`src/hsq_map.svh`:
```
// Register map and constants of the homing sequencer.
// Assumes APB access with 32-bit data, one aligned word per register.
`ifndef HSQ_MAP_SVH
`define HSQ_MAP_SVH

// ----------------------------------------------------------------------
// Register offsets (byte addresses)
// ----------------------------------------------------------------------
`define HSQ_OFF_MODE      8'h00
`define HSQ_OFF_CMD       8'h04
`define HSQ_OFF_STATUS    8'h08
`define HSQ_OFF_OFFSET    8'h0C
`define HSQ_OFF_METHOD    8'h10
`define HSQ_OFF_SPD_SW    8'h14
`define HSQ_OFF_SPD_ZERO  8'h18
`define HSQ_OFF_ACCEL     8'h1C
`define HSQ_OFF_BLK_CUR   8'h20
`define HSQ_OFF_BLK_MS    8'h24
`define HSQ_OFF_POS       8'h28
`define HSQ_OFF_SPEED     8'h2C

// ----------------------------------------------------------------------
// Field positions and values
// ----------------------------------------------------------------------
`define HSQ_MODE_HOMING   8'h06
`define HSQ_CMD_START_BIT 4
`define HSQ_CMD_CL_BIT    0
`define HSQ_CMD_OPEN_BIT  1
`define HSQ_ST_B10        10
`define HSQ_ST_B12        12
`define HSQ_ST_B13        13
`define HSQ_MASK_NEG      0
`define HSQ_MASK_POS      1
`define HSQ_MASK_HOME     2
`define HSQ_M_CUR_POS     8'h23
`define HSQ_M_IDX_NEG     8'h21
`define HSQ_M_IDX_POS     8'h22

// ----------------------------------------------------------------------
// Timing
// ----------------------------------------------------------------------
`define HSQ_CLK_MHZ       250
`define HSQ_MS_CYCLES     (`HSQ_CLK_MHZ * 1000)
`define HSQ_MS_CNT_W      18

`endif

```
`src/hsq_pkg.sv`:
```
// Types shared by the homing sequencer files.
// Assumes the map header is included where constants are needed.
package hsq_pkg;

  typedef enum logic [6:0] {
    HSQ_IDLE   = 7'h01,
    HSQ_SEARCH = 7'h02,
    HSQ_BACK   = 7'h04,
    HSQ_INDEX  = 7'h08,
    HSQ_BLOCK  = 7'h10,
    HSQ_DONE   = 7'h20,
    HSQ_ERROR  = 7'h40
  } hsq_state_type;

  typedef struct packed {
    logic       uses_index;
    logic       on_block;
    logic       dir_pos;
    logic       ref_limit;
    logic       ref_home;
    logic       edge_right;
    logic       valid;
  } hsq_plan_type;

  typedef struct packed {
    logic       home_sw;
    logic       neg_limit;
    logic       pos_limit;
    logic       index_pulse;
  } hsq_sense_type;

endpackage

```
`src/hsq_ms_timer.sv`:
```
// Millisecond blocking timer of the homing sequencer.
// Assumes a 250 MHz clock; counts whole milliseconds while enabled.
`timescale 1ns/1ps
`include "hsq_map.svh"
module hsq_ms_timer (
  input  wire logic        clk_in,
  input  wire logic        rst_in,
  input  wire logic        run_in,
  input  wire logic [15:0] period_ms_in,
  output logic             expired_out
);
  import hsq_pkg::*;

  logic [`HSQ_MS_CNT_W-1:0] tick_reg;
  logic [15:0]              ms_reg;

  // ----------------------------------------------------------------------
  // Counters
  // ----------------------------------------------------------------------
  always_ff @(posedge clk_in or posedge rst_in) begin
    if (rst_in) begin
      tick_reg <= '0;
      ms_reg   <= '0;
    end else if (!run_in) begin
      tick_reg <= '0;
      ms_reg   <= '0;
    end else if (tick_reg == `HSQ_MS_CNT_W'(`HSQ_MS_CYCLES - 1)) begin
      tick_reg <= '0;
      if (ms_reg != 16'hFFFF) begin
        ms_reg <= ms_reg + 16'h0001;
      end
    end else begin
      tick_reg <= tick_reg + `HSQ_MS_CNT_W'(1);
    end
  end

  always_ff @(posedge clk_in or posedge rst_in) begin
    if (rst_in) begin
      expired_out <= 1'b0;
    end else begin
      expired_out <= run_in && (ms_reg >= period_ms_in);
    end
  end

endmodule

```
`src/hsq_homing.sv`:
```
// Homing sequencer: APB registers, method decode, travel state machine.
// Assumes synchronous switch, index and current inputs; one clock domain.
//
// Overview of operation
// - A rising edge of command bit 4 starts homing; clearing it aborts the run.
// - Status 13/12/10 reads 000 running, 001 idle, 010 homed, 011 done.
// - On error status reads 100 while turning, 101 at standstill.
// - Status bit 12 sets after the first fully completed run.
// - Bit 12 clears during later runs and on errors until next completion.
// - Home offset register holds zero-to-reference difference in user units.
// - Method number selects edge, block or index reference and direction.
// - Methods 1-14, 33, 34 use index; 17-30 same profiles without index.
// - Negative methods home on block; only the listed values are allowed.
// - Block homing only while closed-loop control is active.
// - Block detected when motor current exceeds the threshold.
// - Keep pushing against the block for the configured milliseconds.
// - Method 1 negative limit then index; method 2 positive limit.
// - Methods 3 and 4 use left home switch edge then index.
// - Methods 5 and 6 use right home switch edge then index.
// - Methods 7-10 watch positive limit, 11-14 negative, any start position.
// - Method 17 negative limit, 18 positive limit, no index.
// - Methods 19-22 act as 3-6 but stop at the switch edge.
// - Methods 23-26 watch positive side, 27-30 negative, no index.
// - Methods 33 and 34 reference the next index pulse only.
// - Method 35 takes present position, without operation enabled.
// - Separate speeds for switch search and index search.
`timescale 1ns/1ps
`include "hsq_map.svh"
module hsq_homing (
  input  wire logic                 clk_in,
  input  wire logic                 rst_in,
  input  wire logic                 psel_in,
  input  wire logic                 penable_in,
  input  wire logic                 pwrite_in,
  input  wire logic [7:0]           paddr_in,
  input  wire logic [31:0]          pwdata_in,
  output logic [31:0]               prdata_out,
  output logic                      pready_out,
  output logic                      pslverr_out,
  input  wire hsq_pkg::hsq_sense_type sense_in,
  input  wire logic [2:0]           input_special_function_mask_in,
  input  wire logic [15:0]          motor_current_in,
  input  wire logic                 op_enabled_in,
  input  wire logic                 step_in,
  output logic signed [31:0]        speed_out,
  output logic signed [31:0]        position_out,
  output logic                      homed_out
);
  import hsq_pkg::*;

  // ----------------------------------------------------------------------
  // Registers
  // ----------------------------------------------------------------------
  logic [7:0]         operating_mode_select_reg;
  logic [15:0]        drive_command_word_reg;
  logic signed [31:0] home_offset_reg;
  logic signed [7:0]  homing_method_number_reg;
  logic [31:0]        spd_switch_reg;
  logic [31:0]        spd_zero_reg;
  logic [31:0]        homing_accel_reg;
  logic [15:0]        blk_current_reg;
  logic [15:0]        blk_ms_reg;
  logic [2:0]         code_reg;
  logic               ever_homed_reg;
  hsq_state_type      state_reg;
  hsq_plan_type       plan_reg;
  logic signed [31:0] target_speed_reg;
  logic               home_prev_reg;
  logic               start_prev_reg;
  logic               blk_run_reg;
  logic               blk_expired;

  // ----------------------------------------------------------------------
  // Method decode
  // ----------------------------------------------------------------------
  function automatic hsq_plan_type decode_method(
    input logic signed [7:0] m_in
  );
    hsq_plan_type p;
    logic [7:0]   a;
    logic [7:0]   b;
    p = '0;
    a = m_in[7] ? 8'(-m_in) : 8'(m_in);
    p.on_block = m_in[7];
    b = (a >= 8'h11 && a <= 8'h1E) ? a - 8'h10 : a;
    p.uses_index = (a <= 8'h0E) || a == `HSQ_M_IDX_NEG
                   || a == `HSQ_M_IDX_POS;
    case (b)
      8'h01, 8'h02: begin
        p.ref_limit = 1'b1;
        p.dir_pos   = (b == 8'h02);
        p.valid     = 1'b1;
      end
      8'h03, 8'h04, 8'h05, 8'h06: begin
        p.ref_home   = 1'b1;
        p.edge_right = (b >= 8'h05);
        p.dir_pos    = (b == 8'h03) || (b == 8'h05);
        p.valid      = !m_in[7] && !(b == 8'h03) || !m_in[7];
      end
      8'h07, 8'h08, 8'h09, 8'h0A: begin
        p.ref_home   = 1'b1;
        p.dir_pos    = 1'b1;
        p.edge_right = (b >= 8'h09);
        p.valid      = 1'b1;
      end
      8'h0B, 8'h0C, 8'h0D, 8'h0E: begin
        p.ref_home   = 1'b1;
        p.dir_pos    = 1'b0;
        p.edge_right = (b <= 8'h0C);
        p.valid      = 1'b1;
      end
      8'h21, 8'h22: begin
        p.dir_pos = (b == `HSQ_M_IDX_POS);
        p.valid   = !m_in[7];
      end
      8'h23: begin
        p.valid = !m_in[7];
      end
      default: begin
        p.valid = 1'b0;
      end
    endcase
    // Block homing excludes methods 3 to 6 and 19 to 22
    if (m_in[7] && b >= 8'h03 && b <= 8'h06) begin
      p.valid = 1'b0;
    end
    return p;
  endfunction

  // ----------------------------------------------------------------------
  // APB slave
  // ----------------------------------------------------------------------
  logic wr_en;
  logic start_lvl;
  assign wr_en     = psel_in && penable_in && pwrite_in;
  assign start_lvl = drive_command_word_reg[`HSQ_CMD_START_BIT];

  always_ff @(posedge clk_in or posedge rst_in) begin
    if (rst_in) begin
      operating_mode_select_reg <= 8'h00;
      drive_command_word_reg    <= 16'h0000;
      home_offset_reg           <= 32'sh0;
      homing_method_number_reg  <= 8'sh0;
      spd_switch_reg            <= 32'h0000_0000;
      spd_zero_reg              <= 32'h0000_0000;
      homing_accel_reg          <= 32'h0000_0001;
      blk_current_reg           <= 16'hFFFF;
      blk_ms_reg                <= 16'h0000;
    end else if (wr_en) begin
      case (paddr_in)
        `HSQ_OFF_MODE:     operating_mode_select_reg <= pwdata_in[7:0];
        `HSQ_OFF_CMD:      drive_command_word_reg <= pwdata_in[15:0];
        `HSQ_OFF_OFFSET:   home_offset_reg <= pwdata_in;
        `HSQ_OFF_METHOD:   homing_method_number_reg <= pwdata_in[7:0];
        `HSQ_OFF_SPD_SW:   spd_switch_reg <= pwdata_in;
        `HSQ_OFF_SPD_ZERO: spd_zero_reg <= pwdata_in;
        `HSQ_OFF_ACCEL:    homing_accel_reg <= pwdata_in;
        `HSQ_OFF_BLK_CUR:  blk_current_reg <= pwdata_in[15:0];
        `HSQ_OFF_BLK_MS:   blk_ms_reg <= pwdata_in[15:0];
        default: begin
        end
      endcase
    end
  end

  always_ff @(posedge clk_in or posedge rst_in) begin
    if (rst_in) begin
      prdata_out  <= 32'h0000_0000;
      pready_out  <= 1'b0;
      pslverr_out <= 1'b0;
    end else begin
      pready_out  <= psel_in && !penable_in;
      pslverr_out <= 1'b0;
      if (psel_in && !penable_in) begin
        prdata_out <= 32'h0000_0000;
        case (paddr_in)
          `HSQ_OFF_MODE:     prdata_out[7:0] <= operating_mode_select_reg;
          `HSQ_OFF_CMD:      prdata_out[15:0] <= drive_command_word_reg;
          `HSQ_OFF_STATUS: begin
            prdata_out[`HSQ_ST_B13] <= code_reg[2];
            prdata_out[`HSQ_ST_B12] <= code_reg[1];
            prdata_out[`HSQ_ST_B10] <= code_reg[0];
          end
          `HSQ_OFF_OFFSET:   prdata_out <= home_offset_reg;
          `HSQ_OFF_METHOD:   prdata_out <= 32'(homing_method_number_reg);
          `HSQ_OFF_SPD_SW:   prdata_out <= spd_switch_reg;
          `HSQ_OFF_SPD_ZERO: prdata_out <= spd_zero_reg;
          `HSQ_OFF_ACCEL:    prdata_out <= homing_accel_reg;
          `HSQ_OFF_BLK_CUR:  prdata_out[15:0] <= blk_current_reg;
          `HSQ_OFF_BLK_MS:   prdata_out[15:0] <= blk_ms_reg;
          `HSQ_OFF_POS:      prdata_out <= position_out;
          `HSQ_OFF_SPEED:    prdata_out <= speed_out;
          default:           pslverr_out <= 1'b1;
        endcase
      end
    end
  end

  // ----------------------------------------------------------------------
  // Switch view and events
  // ----------------------------------------------------------------------
  logic home_sw;
  logic neg_lim;
  logic pos_lim;
  logic blocked;
  logic home_edge;
  logic start_rise;
  logic cl_active;
  logic fwd_lim;
  assign home_sw = sense_in.home_sw
                   && input_special_function_mask_in[`HSQ_MASK_HOME];
  assign neg_lim = sense_in.neg_limit
                   && input_special_function_mask_in[`HSQ_MASK_NEG];
  assign pos_lim = sense_in.pos_limit
                   && input_special_function_mask_in[`HSQ_MASK_POS];
  assign cl_active = drive_command_word_reg[`HSQ_CMD_CL_BIT];
  assign blocked = motor_current_in > blk_current_reg;
  assign home_edge  = home_sw != home_prev_reg;
  assign start_rise = start_lvl && !start_prev_reg;
  // Reference end of travel: a limit switch, or a block in block mode
  assign fwd_lim = plan_reg.on_block ? blocked
                   : (plan_reg.dir_pos ? pos_lim : neg_lim);

  always_ff @(posedge clk_in or posedge rst_in) begin
    if (rst_in) begin
      home_prev_reg  <= 1'b0;
      start_prev_reg <= 1'b0;
    end else begin
      home_prev_reg  <= home_sw;
      start_prev_reg <= start_lvl;
    end
  end

  hsq_ms_timer u_blk_timer (
    .clk_in       (clk_in),
    .rst_in       (rst_in),
    .run_in       (blk_run_reg),
    .period_ms_in (blk_ms_reg),
    .expired_out  (blk_expired)
  );

  // ----------------------------------------------------------------------
  // Homing state machine
  // ----------------------------------------------------------------------
  logic run_ok;
  logic abort;
  logic standstill;
  assign run_ok = operating_mode_select_reg == `HSQ_MODE_HOMING;
  assign abort  = !start_lvl || !run_ok;
  assign standstill = speed_out == 32'sh0;

  logic plan_ok;
  logic cur_pos;
  logic home_hit;
  logic at_rest;
  logic ref_hit;
  assign plan_ok  = plan_reg.valid && !(plan_reg.on_block && !cl_active);
  assign cur_pos  = homing_method_number_reg == 8'(`HSQ_M_CUR_POS);
  assign home_hit = plan_reg.ref_home && home_edge
                    && (home_sw ^ plan_reg.edge_right);
  assign at_rest  = standstill && target_speed_reg == 32'sh0;
  // Completion edge: the counter is loaded on it, not a cycle later
  assign ref_hit  = !abort
                    && (state_reg == HSQ_INDEX && sense_in.index_pulse
                        || !plan_reg.uses_index
                           && (state_reg == HSQ_SEARCH && plan_ok
                               && (cur_pos || home_hit
                                   || fwd_lim && plan_reg.ref_limit
                                      && !plan_reg.on_block)
                               || state_reg == HSQ_BACK && home_edge
                               || state_reg == HSQ_BLOCK && blk_expired
                                  && plan_reg.ref_limit));

  always_ff @(posedge clk_in or posedge rst_in) begin
    if (rst_in) begin
      state_reg   <= HSQ_IDLE;
      plan_reg    <= '0;
      blk_run_reg <= 1'b0;
    end else begin
      case (state_reg)
        HSQ_IDLE: begin
          if (start_rise && run_ok) begin
            plan_reg <= decode_method(homing_method_number_reg);
            state_reg <= HSQ_SEARCH;
          end
        end
        HSQ_SEARCH: begin
          if (abort) begin
            state_reg <= HSQ_IDLE;
          end else if (!plan_ok) begin
            state_reg <= HSQ_ERROR;
          end else if (homing_method_number_reg == 8'(`HSQ_M_CUR_POS)) begin
            state_reg <= HSQ_DONE;
          end else if (!plan_reg.ref_limit && !plan_reg.ref_home) begin
            state_reg <= HSQ_INDEX;
          end else if (plan_reg.ref_home && home_edge
                       && (home_sw ^ plan_reg.edge_right)) begin
            state_reg <= plan_reg.uses_index ? HSQ_INDEX : HSQ_DONE;
          end else if (fwd_lim) begin
            if (plan_reg.on_block) begin
              blk_run_reg <= 1'b1;
              state_reg   <= HSQ_BLOCK;
            end else if (plan_reg.ref_limit) begin
              state_reg <= plan_reg.uses_index ? HSQ_INDEX : HSQ_DONE;
            end else begin
              plan_reg.dir_pos <= !plan_reg.dir_pos;
              state_reg <= HSQ_BACK;
            end
          end
        end
        HSQ_BLOCK: begin
          if (abort) begin
            blk_run_reg <= 1'b0;
            state_reg   <= HSQ_IDLE;
          end else if (blk_expired) begin
            blk_run_reg <= 1'b0;
            if (plan_reg.ref_limit) begin
              state_reg <= plan_reg.uses_index ? HSQ_INDEX : HSQ_DONE;
            end else begin
              plan_reg.dir_pos <= !plan_reg.dir_pos;
              state_reg <= HSQ_BACK;
            end
          end
        end
        HSQ_BACK: begin
          if (abort) begin
            state_reg <= HSQ_IDLE;
          end else if (home_edge) begin
            state_reg <= plan_reg.uses_index ? HSQ_INDEX : HSQ_DONE;
          end
        end
        HSQ_INDEX: begin
          if (abort) begin
            state_reg <= HSQ_IDLE;
          end else if (sense_in.index_pulse) begin
            state_reg <= HSQ_DONE;
          end
        end
        HSQ_DONE: begin
          if (abort) begin
            state_reg <= HSQ_IDLE;
          end
        end
        HSQ_ERROR: begin
          if (!start_lvl) begin
            state_reg <= HSQ_IDLE;
          end
        end
        default: state_reg <= HSQ_IDLE;
      endcase
    end
  end

  // ----------------------------------------------------------------------
  // Speed ramp and position counter
  // ----------------------------------------------------------------------
  always_ff @(posedge clk_in or posedge rst_in) begin
    if (rst_in) begin
      target_speed_reg <= 32'sh0;
    end else if (state_reg == HSQ_INDEX || state_reg == HSQ_BACK) begin
      target_speed_reg <= plan_reg.dir_pos ? $signed(spd_zero_reg)
                          : -$signed(spd_zero_reg);
    end else if (state_reg == HSQ_BLOCK
                 || state_reg == HSQ_SEARCH && plan_ok
                    && (plan_reg.ref_limit || plan_reg.ref_home)) begin
      target_speed_reg <= plan_reg.dir_pos ? $signed(spd_switch_reg)
                          : -$signed(spd_switch_reg);
    end else begin
      target_speed_reg <= 32'sh0;
    end
  end

  always_ff @(posedge clk_in or posedge rst_in) begin
    if (rst_in) begin
      speed_out <= 32'sh0;
    end else if (speed_out < target_speed_reg) begin
      speed_out <= (target_speed_reg - speed_out > $signed(homing_accel_reg))
                   ? speed_out + $signed(homing_accel_reg)
                   : target_speed_reg;
    end else if (speed_out > target_speed_reg) begin
      speed_out <= (speed_out - target_speed_reg > $signed(homing_accel_reg))
                   ? speed_out - $signed(homing_accel_reg)
                   : target_speed_reg;
    end
  end

  always_ff @(posedge clk_in or posedge rst_in) begin
    if (rst_in) begin
      position_out <= 32'sh0;
    end else if (ref_hit) begin
      position_out <= home_offset_reg;
    end else if (step_in) begin
      position_out <= plan_reg.dir_pos ? position_out + 32'sh1
                      : position_out - 32'sh1;
    end
  end

  // ----------------------------------------------------------------------
  // Status code
  // ----------------------------------------------------------------------
  always_ff @(posedge clk_in or posedge rst_in) begin
    if (rst_in) begin
      ever_homed_reg <= 1'b0;
    end else if (state_reg == HSQ_DONE) begin
      ever_homed_reg <= 1'b1;
    end else if (state_reg == HSQ_ERROR) begin
      ever_homed_reg <= 1'b0;
    end
  end

  always_ff @(posedge clk_in or posedge rst_in) begin
    if (rst_in) begin
      code_reg  <= 3'h1;
      homed_out <= 1'b0;
    end else begin
      homed_out <= state_reg == HSQ_DONE && at_rest;
      case (state_reg)
        HSQ_SEARCH, HSQ_BACK, HSQ_INDEX, HSQ_BLOCK: code_reg <= 3'h0;
        HSQ_DONE:  code_reg <= (at_rest && (op_enabled_in || cur_pos))
                               ? 3'h3 : 3'h2;
        HSQ_ERROR: code_reg <= standstill ? 3'h5 : 3'h4;
        HSQ_IDLE:  code_reg <= ever_homed_reg ? 3'h2 : 3'h1;
        default:   code_reg <= 3'h1;
      endcase
    end
  end

endmodule

```
`config.mk`:
```
export PLATFORM = sky130hd
export DESIGN_NAME = hsq_homing
export DESIGN_NICKNAME = d
export VERILOG_FILES = /design/src/hsq_pkg.sv /design/src/hsq_ms_timer.sv /design/src/hsq_homing.sv
export VERILOG_INCLUDE_DIRS = /design/src /design/src/src
export SDC_FILE = /design/constraint.sdc
export NUM_CORES = 1
export LEC_CHECK = 0
export BUFFER_PORTS_ARGS = -buffer_cell sky130_fd_sc_hd__buf_2
export CAP_MARGIN = 20
export CORE_ASPECT_RATIO = 0.5
export CORE_MARGIN = 10
export CORE_UTILIZATION = 57
export CTS_CLUSTER_DIAMETER = 80
export CTS_CLUSTER_SIZE = 20
export DETAILED_ROUTE_END_ITERATION = 10
export GPL_ROUTABILITY_DRIVEN = 1
export GPL_TIMING_DRIVEN = 0
export HOLD_SLACK_MARGIN = 0.1
export MAX_ROUTING_LAYER = met4
export PLACE_DENSITY = 0.78
export SLEW_MARGIN = 20
export SYNTH_ARGS = -nofsm -noshare
export SYNTH_HDL_FRONTEND = slang
export SYNTH_SLANG_ARGS = --single-unit
```
`constraint.sdc`:
```
create_clock -name clk_in -period 13.99 [get_ports clk_in]
set_input_delay 2.798 -clock clk_in [delete_from_list [all_inputs] [get_ports clk_in]]
set_output_delay 2.798 -clock clk_in [all_outputs]
set_load 0.01 [all_outputs]
```
# ---- Word-level counts from Yosys, hierarchy flattened
# Index checks and enable logic that the tools add are counted.
dict set report classes {
  shift 0
  magnitude_cmp 14
  addsub 12
  n_reduce_logical 91
  div 0
  bitwise_logic 1
  n_eq_ne 61
  n_mux 81
  multipliers 0
}
# op n
set op_table {}
lappend op_table {{$mux W32} 11}
lappend op_table {{$pmux W16 S7} 1}
lappend op_table {{$mux W7} 15}
lappend op_table {{$gt A32 B32 Y1} 3}
lappend op_table {{$sub A32 B32 Y32} 3}
lappend op_table {{$pmux W8 S11} 1}
lappend op_table {{$eq A8 B6 Y1 const B} 10}
lappend op_table {{$eq A8 B4 Y1 const B} 9}
lappend op_table {{$logic_not A32 Y1} 2}
lappend op_table {{$neg A32 Y32} 2}
lappend op_table {{$pmux W7 S7} 1}
lappend op_table {{$eq A8 B3 Y1 const B} 6}
lappend op_table {{$mux W16} 3}
lappend op_table {{$pmux W2 S10} 2}
lappend op_table {{$mux W18} 2}
lappend op_table {{$add A32 B2 Y32 const B} 1}
lappend op_table {{$add A32 B32 Y32} 1}
lappend op_table {{$eq A8 B5 Y1 const B} 4}
lappend op_table {{$logic_and A1 B1 Y1} 32}
lappend op_table {{$lt A32 B32 Y1} 1}
lappend op_table {{$sub A32 B2 Y32 const B} 1}
lappend op_table {{$mux W1} 29}
lappend op_table {{$ne A2 B2 Y1 const B} 12}
lappend op_table {{$pmux W2 S11} 1}
lappend op_table {{55 further kinds} 107}
dict set report word_totals {
  mem_bits_ro 0
  mem_count 0
  wordCells 292
  latch_bits 0
  ff_bits 379
  ram_bits 0
  in_bits 70
}

# ---- Depth between registers and ports, before layout
dict set report depth {
  depth_word 13
  mapped_depth 29
  ltp_nobuf 27
}

# ---- Modules after synthesis
# From an unflattened synthesis, not the netlist that was laid out.
dict set report hier_totals {
  cells_unflattened 3339
  area_unflattened_um2 29635.9
}
# mod instances area_per_inst_um2 seq_area_each_um2 cells_each
set modules_own_cells {}
lappend modules_own_cells {hsq_homing 1 27378.8 8632.0 3089}
lappend modules_own_cells {hsq_ms_timer 1 2257.2 875.8 250}

# ---- Least setup slack after synthesis
# OpenSTA, ideal clock, no wires.
dict set report synth_path {
  path_type {register -> register}
  start {register speed_out[1]}
  end {register speed_out[20]}
  required_time_ns 13.872
  n_path_buf 1
  arrival_ns 5.533
  stages_incl_launch_ff 26
  path_slack_ns 8.339
  path_cell_list {dfrtp_1 > inv_1 > ha_1 > nor2b_1 > o21ai_0 > a21oi_1 > o31ai_1 > a21boi_0 > o41ai_1 > o21ai_0 > a21o_1 > a21oi_1 > o21ai_0 > xor2_1 > ha_1 > and4_1 > nand2_1 > nor4_1 > o311ai_0 > and3b_1 > o21ai_2 > nand2_1 > buf_2 > o32ai_1 > nor4_1 > a21o_1}
}
dict set report synth_via {
  elab_chain_len 5
}
# element line
set synth_lines {}
lappend synth_lines {{from (decl)} hsq_homing.sv:45} ;# output logic signed [31:0] speed_out,
lappend synth_lines {{from (signal assigned)} hsq_homing.sv:377} ;# speed_out <= (target_speed_reg - speed_out > $signed(homing_accel_reg))
lappend synth_lines {{from (signal assigned)} hsq_homing.sv:381} ;# speed_out <= (speed_out - target_speed_reg > $signed(homing_accel_reg))
lappend synth_lines {{$sub A32 B32 Y32} hsq_homing.sv:381}
lappend synth_lines {{$gt A32 B32 Y1} hsq_homing.sv:381}
lappend synth_lines {{$mux W32} hsq_homing.sv:382} ;# ? speed_out - $signed(homing_accel_reg)
lappend synth_lines {{$mux W32} hsq_homing.sv:380} ;# end else if (speed_out > target_speed_reg) begin
lappend synth_lines {{$mux W32} hsq_homing.sv:376} ;# end else if (speed_out < target_speed_reg) begin
# Several ways; a longest one is shown, not always the timed one. The select of a mux whose other input is x is not followed.
# A chain may end at the register's enable or synchronous reset.

# ---- Final worst setup path
dict set report layout_path {
  start {register speed_out[1]}
  end {register speed_out[9]}
}
# The elaborated chain is that of the path after synthesis.

==> qor.csv <==
stage,metric,value,unit
finish,layout.nets,3795,
floorplanning,ioPinCount,169,
yosys,async_flop_share,100,%
global_routing,grt_max_degree,102,
sta,tns,0,ns
global_routing,grt_usage,34.7,%
yosys,synth_area_leaders,"dfrtp_1 (31%), ha_1 (11%), mux2_2 (7.7%)",
global_routing,grt_first_pass_wirelength,162,mm
cts,cts.repair.resized,0,
place,dp_hpwl,86.3,mm
place,dp_slack,5.44,ns
routing,viasPerCell,6.60,
global_routing,antenna_found_initial,3,
pwr,switching_power,2.32,mW
routing,wirelength,108,mm
sta,hold_viol,0,
yosys,synth_seq_area_share,32.4,%
sta,slew_headroom,21.3,%
worst_hold_path,holdCritStartpoint,u_blk_timer.tick_reg[0],
finish,syn2layout_area_growth,8.64,%
global_routing,grt-ovfl-total,0,
floorplanning,start_util,58.0,%
pwr,internal_power,2.60,mW
place,place_inst,4123,
critical_path,path_class,register to register,
pwr,power_density,154,nW/um2
pwr,ir_drop,0.134,mV
yosys,synth_top_cell_area_share,30.7,%
yosys,ys_types,91,
yosys,yosysMostFrequentCell,dfrtp_1,
critical_path,critical_path_required,14.46,ns
critical_path,cp.arrival,9.26,ns
sta,period_share,62.8,%
floorplanning,die_h,180,um
cts,clk_pin_slew,0.09,ns
routing,drc_errors,0,
global_routing,grt_pass1_vias,25900,
cts,cts_setup_buffers,0,
pwr,combPwrFrac,56.8,%
floorplanning,dieArea,61400,um2
yosys,yosys.area.top_type,dfrtp_1,
critical_path,cp-endpoint,speed_out[9],
critical_path,endpoint_kind,register,
yosys,synth_ff_type,dfrtp_1,
critical_path,cp-startpoint,speed_out[1],
sta,worst_slack,5.20,ns
yosys,synthCells,3262,
outcome,outcome,"complete, no violations",
sta,tightest_slew,1.17,ns
pwr,power.share.sequential,28.2,%
cts,cts_buffers,23,
pwr,pwr-share-clk,15.0,%
sta,period_needed,8.79,ns
finish,stdcell_count,4169,
critical_path,reg2reg_from,speed_out[1],
routing,avgRoutedWirePerCell,25.9,um
job,maxCapViolCount,0,
floorplanning,fp.dieW,341,um
finish,layout-drive-gt1-share,13.5,%
critical_path,r2r_setup_slack,5.20,ns
yosys,syn_area_per_cell,8.99,um2
cts,hold_buffers,0,
worst_hold_path,hp-class,register to register,
routing,via_count,27500,
cts,clk_latency,0.59,ns
critical_path,crit_fanout,10,
pwr,p_leak,14.9,nW
cts,cts-htree-levels,1,
yosys,syn_area,29300,um2
cts,cts_tree,done,
pwr,p_total,4.92,mW
routing,initialDrtViolationCount,3499,
cts,cts.sinks,379,
sta,hold_slack,0.464,ns
sta,setup_viol,0,
yosys,synth.net_count,3599,
place,routabilityCongestion,1.04,
critical_path,crit_path_start_kind,register,
pwr,switching_share,47.2,%
yosys,yosys-top-cells-count,"dfrtp_1 (360), ha_1 (262), a21oi_1 (253)",
sta,grt_setup_unrepaired,false,
sta,slew_violations,0,
place,port_buffers,167,
yosys,ys_ff_latch,379,
cts,clockRootBuffer,clkbuf_16,
sta,skew,0.0197,ns
floorplanning,core,50500,um2
routing,drtPass1Iterations,7,
routing,ant_nets,0,
yosys,synth_edf_count,0,
yosys,yosys_warnings,0,
sta,fmaxAchievable,114,MHz
critical_path,regToRegEndpoint,speed_out[9],
floorplanning,row_count,58,
cts,cts_buffer_depth,3,
critical_path,worst-r2r-cell-count,25,
## metrics by stage
stage | util, % | cell area, um2
after floorplan | - | 29300
after global placement | 61.4 | 31000
after detailed placement | 61.6 | 31100
after CTS | 63.0 | 31800
after global routing | 63.0 | 31800
final | 63.0 | 31800
## cell usage in the layout, fill, tap and decap left out, types with 64 or more instances in the layout
cell      netlist  final
clkbuf_1      109    122
inv_1         214    213
a21oi_1       253    253
dfrtp_1       360    360
mux2_2        200    200
o21ai_0       138    138
nor2_1        252    252
nand2_1       177    177
buf_2          18    185
a22oi_1        74     74
xnor2_1       159    159
a21o_1        115    115
ha_1          262    262
nand3_1        64     64
nor3_1         69     69
## power by group through the flow
stage / Clock (mW) / Sequential [mW] / Combinational (mW)
2_1_floorplan: 0 / 1.29 / 1.99
3_3_place_gp: 0 / 1.39 / 2.68
3_5_place_dp: 0 / 1.39 / 2.71
4_1_cts: 0.739 / 1.37 / 2.72
5_1_grt: 0.778 / 1.38 / 3.08
6_report: 0.740 / 1.39 / 2.79
## metal layers
layer | up-vias | track usage, % | routed length, um
met2 | 1587 | 49.2 | 44800
met5 | - | - | 0
li1 | 12300 | - | -
met1 | 13300 | 46.7 | 45200
met4 | 0 | 10.9 | 4010
met3 | 277 | 10.7 | 14100
## worst min-delay path by stage
stage / endpoint / slack (ns) / cells after the start
6_report: u_blk_timer.tick_reg[0] / 0.46 / 1
5_1_grt: u_blk_timer.tick_reg[0] / 0.49 / 1
4_1_cts: u_blk_timer.tick_reg[0] / 0.47 / 1
3_5_place_dp: u_blk_timer.tick_reg[0] / 0.45 / 1
3_3_place_gp: u_blk_timer.tick_reg[0] / 0.45 / 1
2_1_floorplan: u_blk_timer.tick_reg[0] / 0.43 / 1
## cell families (layout without fill, tap and decap cells)
group           Yosys count  after routing  synth area share, %
buf+inv                 371            584                 4.97
xor+xnor                206            206                 6.16
simple gates            855            855                 14.4
other cells               0              4                    0
compound gates          949            949                 21.6
mux                     235            235                 8.88
flops                   379            379                 32.4
fa+ha+maj               267            267                 11.5
## critical path, cell delays in order (launching register included)
cell	delay, ns
dfrtp_1	0.77
inv_1	0.36
ha_1	0.41
nor2b_1	0.15
o21ai_0	0.25
a21oi_1	0.11
o31ai_1	0.35
a21boi_0	0.25
o41ai_1	0.56
o21ai_0	0.38
a21o_1	0.26
a21oi_1	0.29
o21ai_0	0.15
xor2_1	0.16
ha_1	0.40
and4_1	0.26
nand2_1	0.10
nor4_1	0.92
o311ai_1	0.52
and3b_1	0.35
o21ai_2	0.58
nand2_1	0.32
buf_2	0.31
o32ai_1	0.15
nor3_1	0.11
a21o_1	0.18
## area by class of cell
class,instances,area [um2]
multi-input combinational,2512,18400
timing repair buffer,171,946
tap,690,863
sequential,379,9510
clock buffer,37,628
buffer,157,654
fill,4492,18700
clock inverter,5,73.8
antenna,4,10.0
inverter,214,811
No activity file was read; power rests on OpenSTA's default activity.
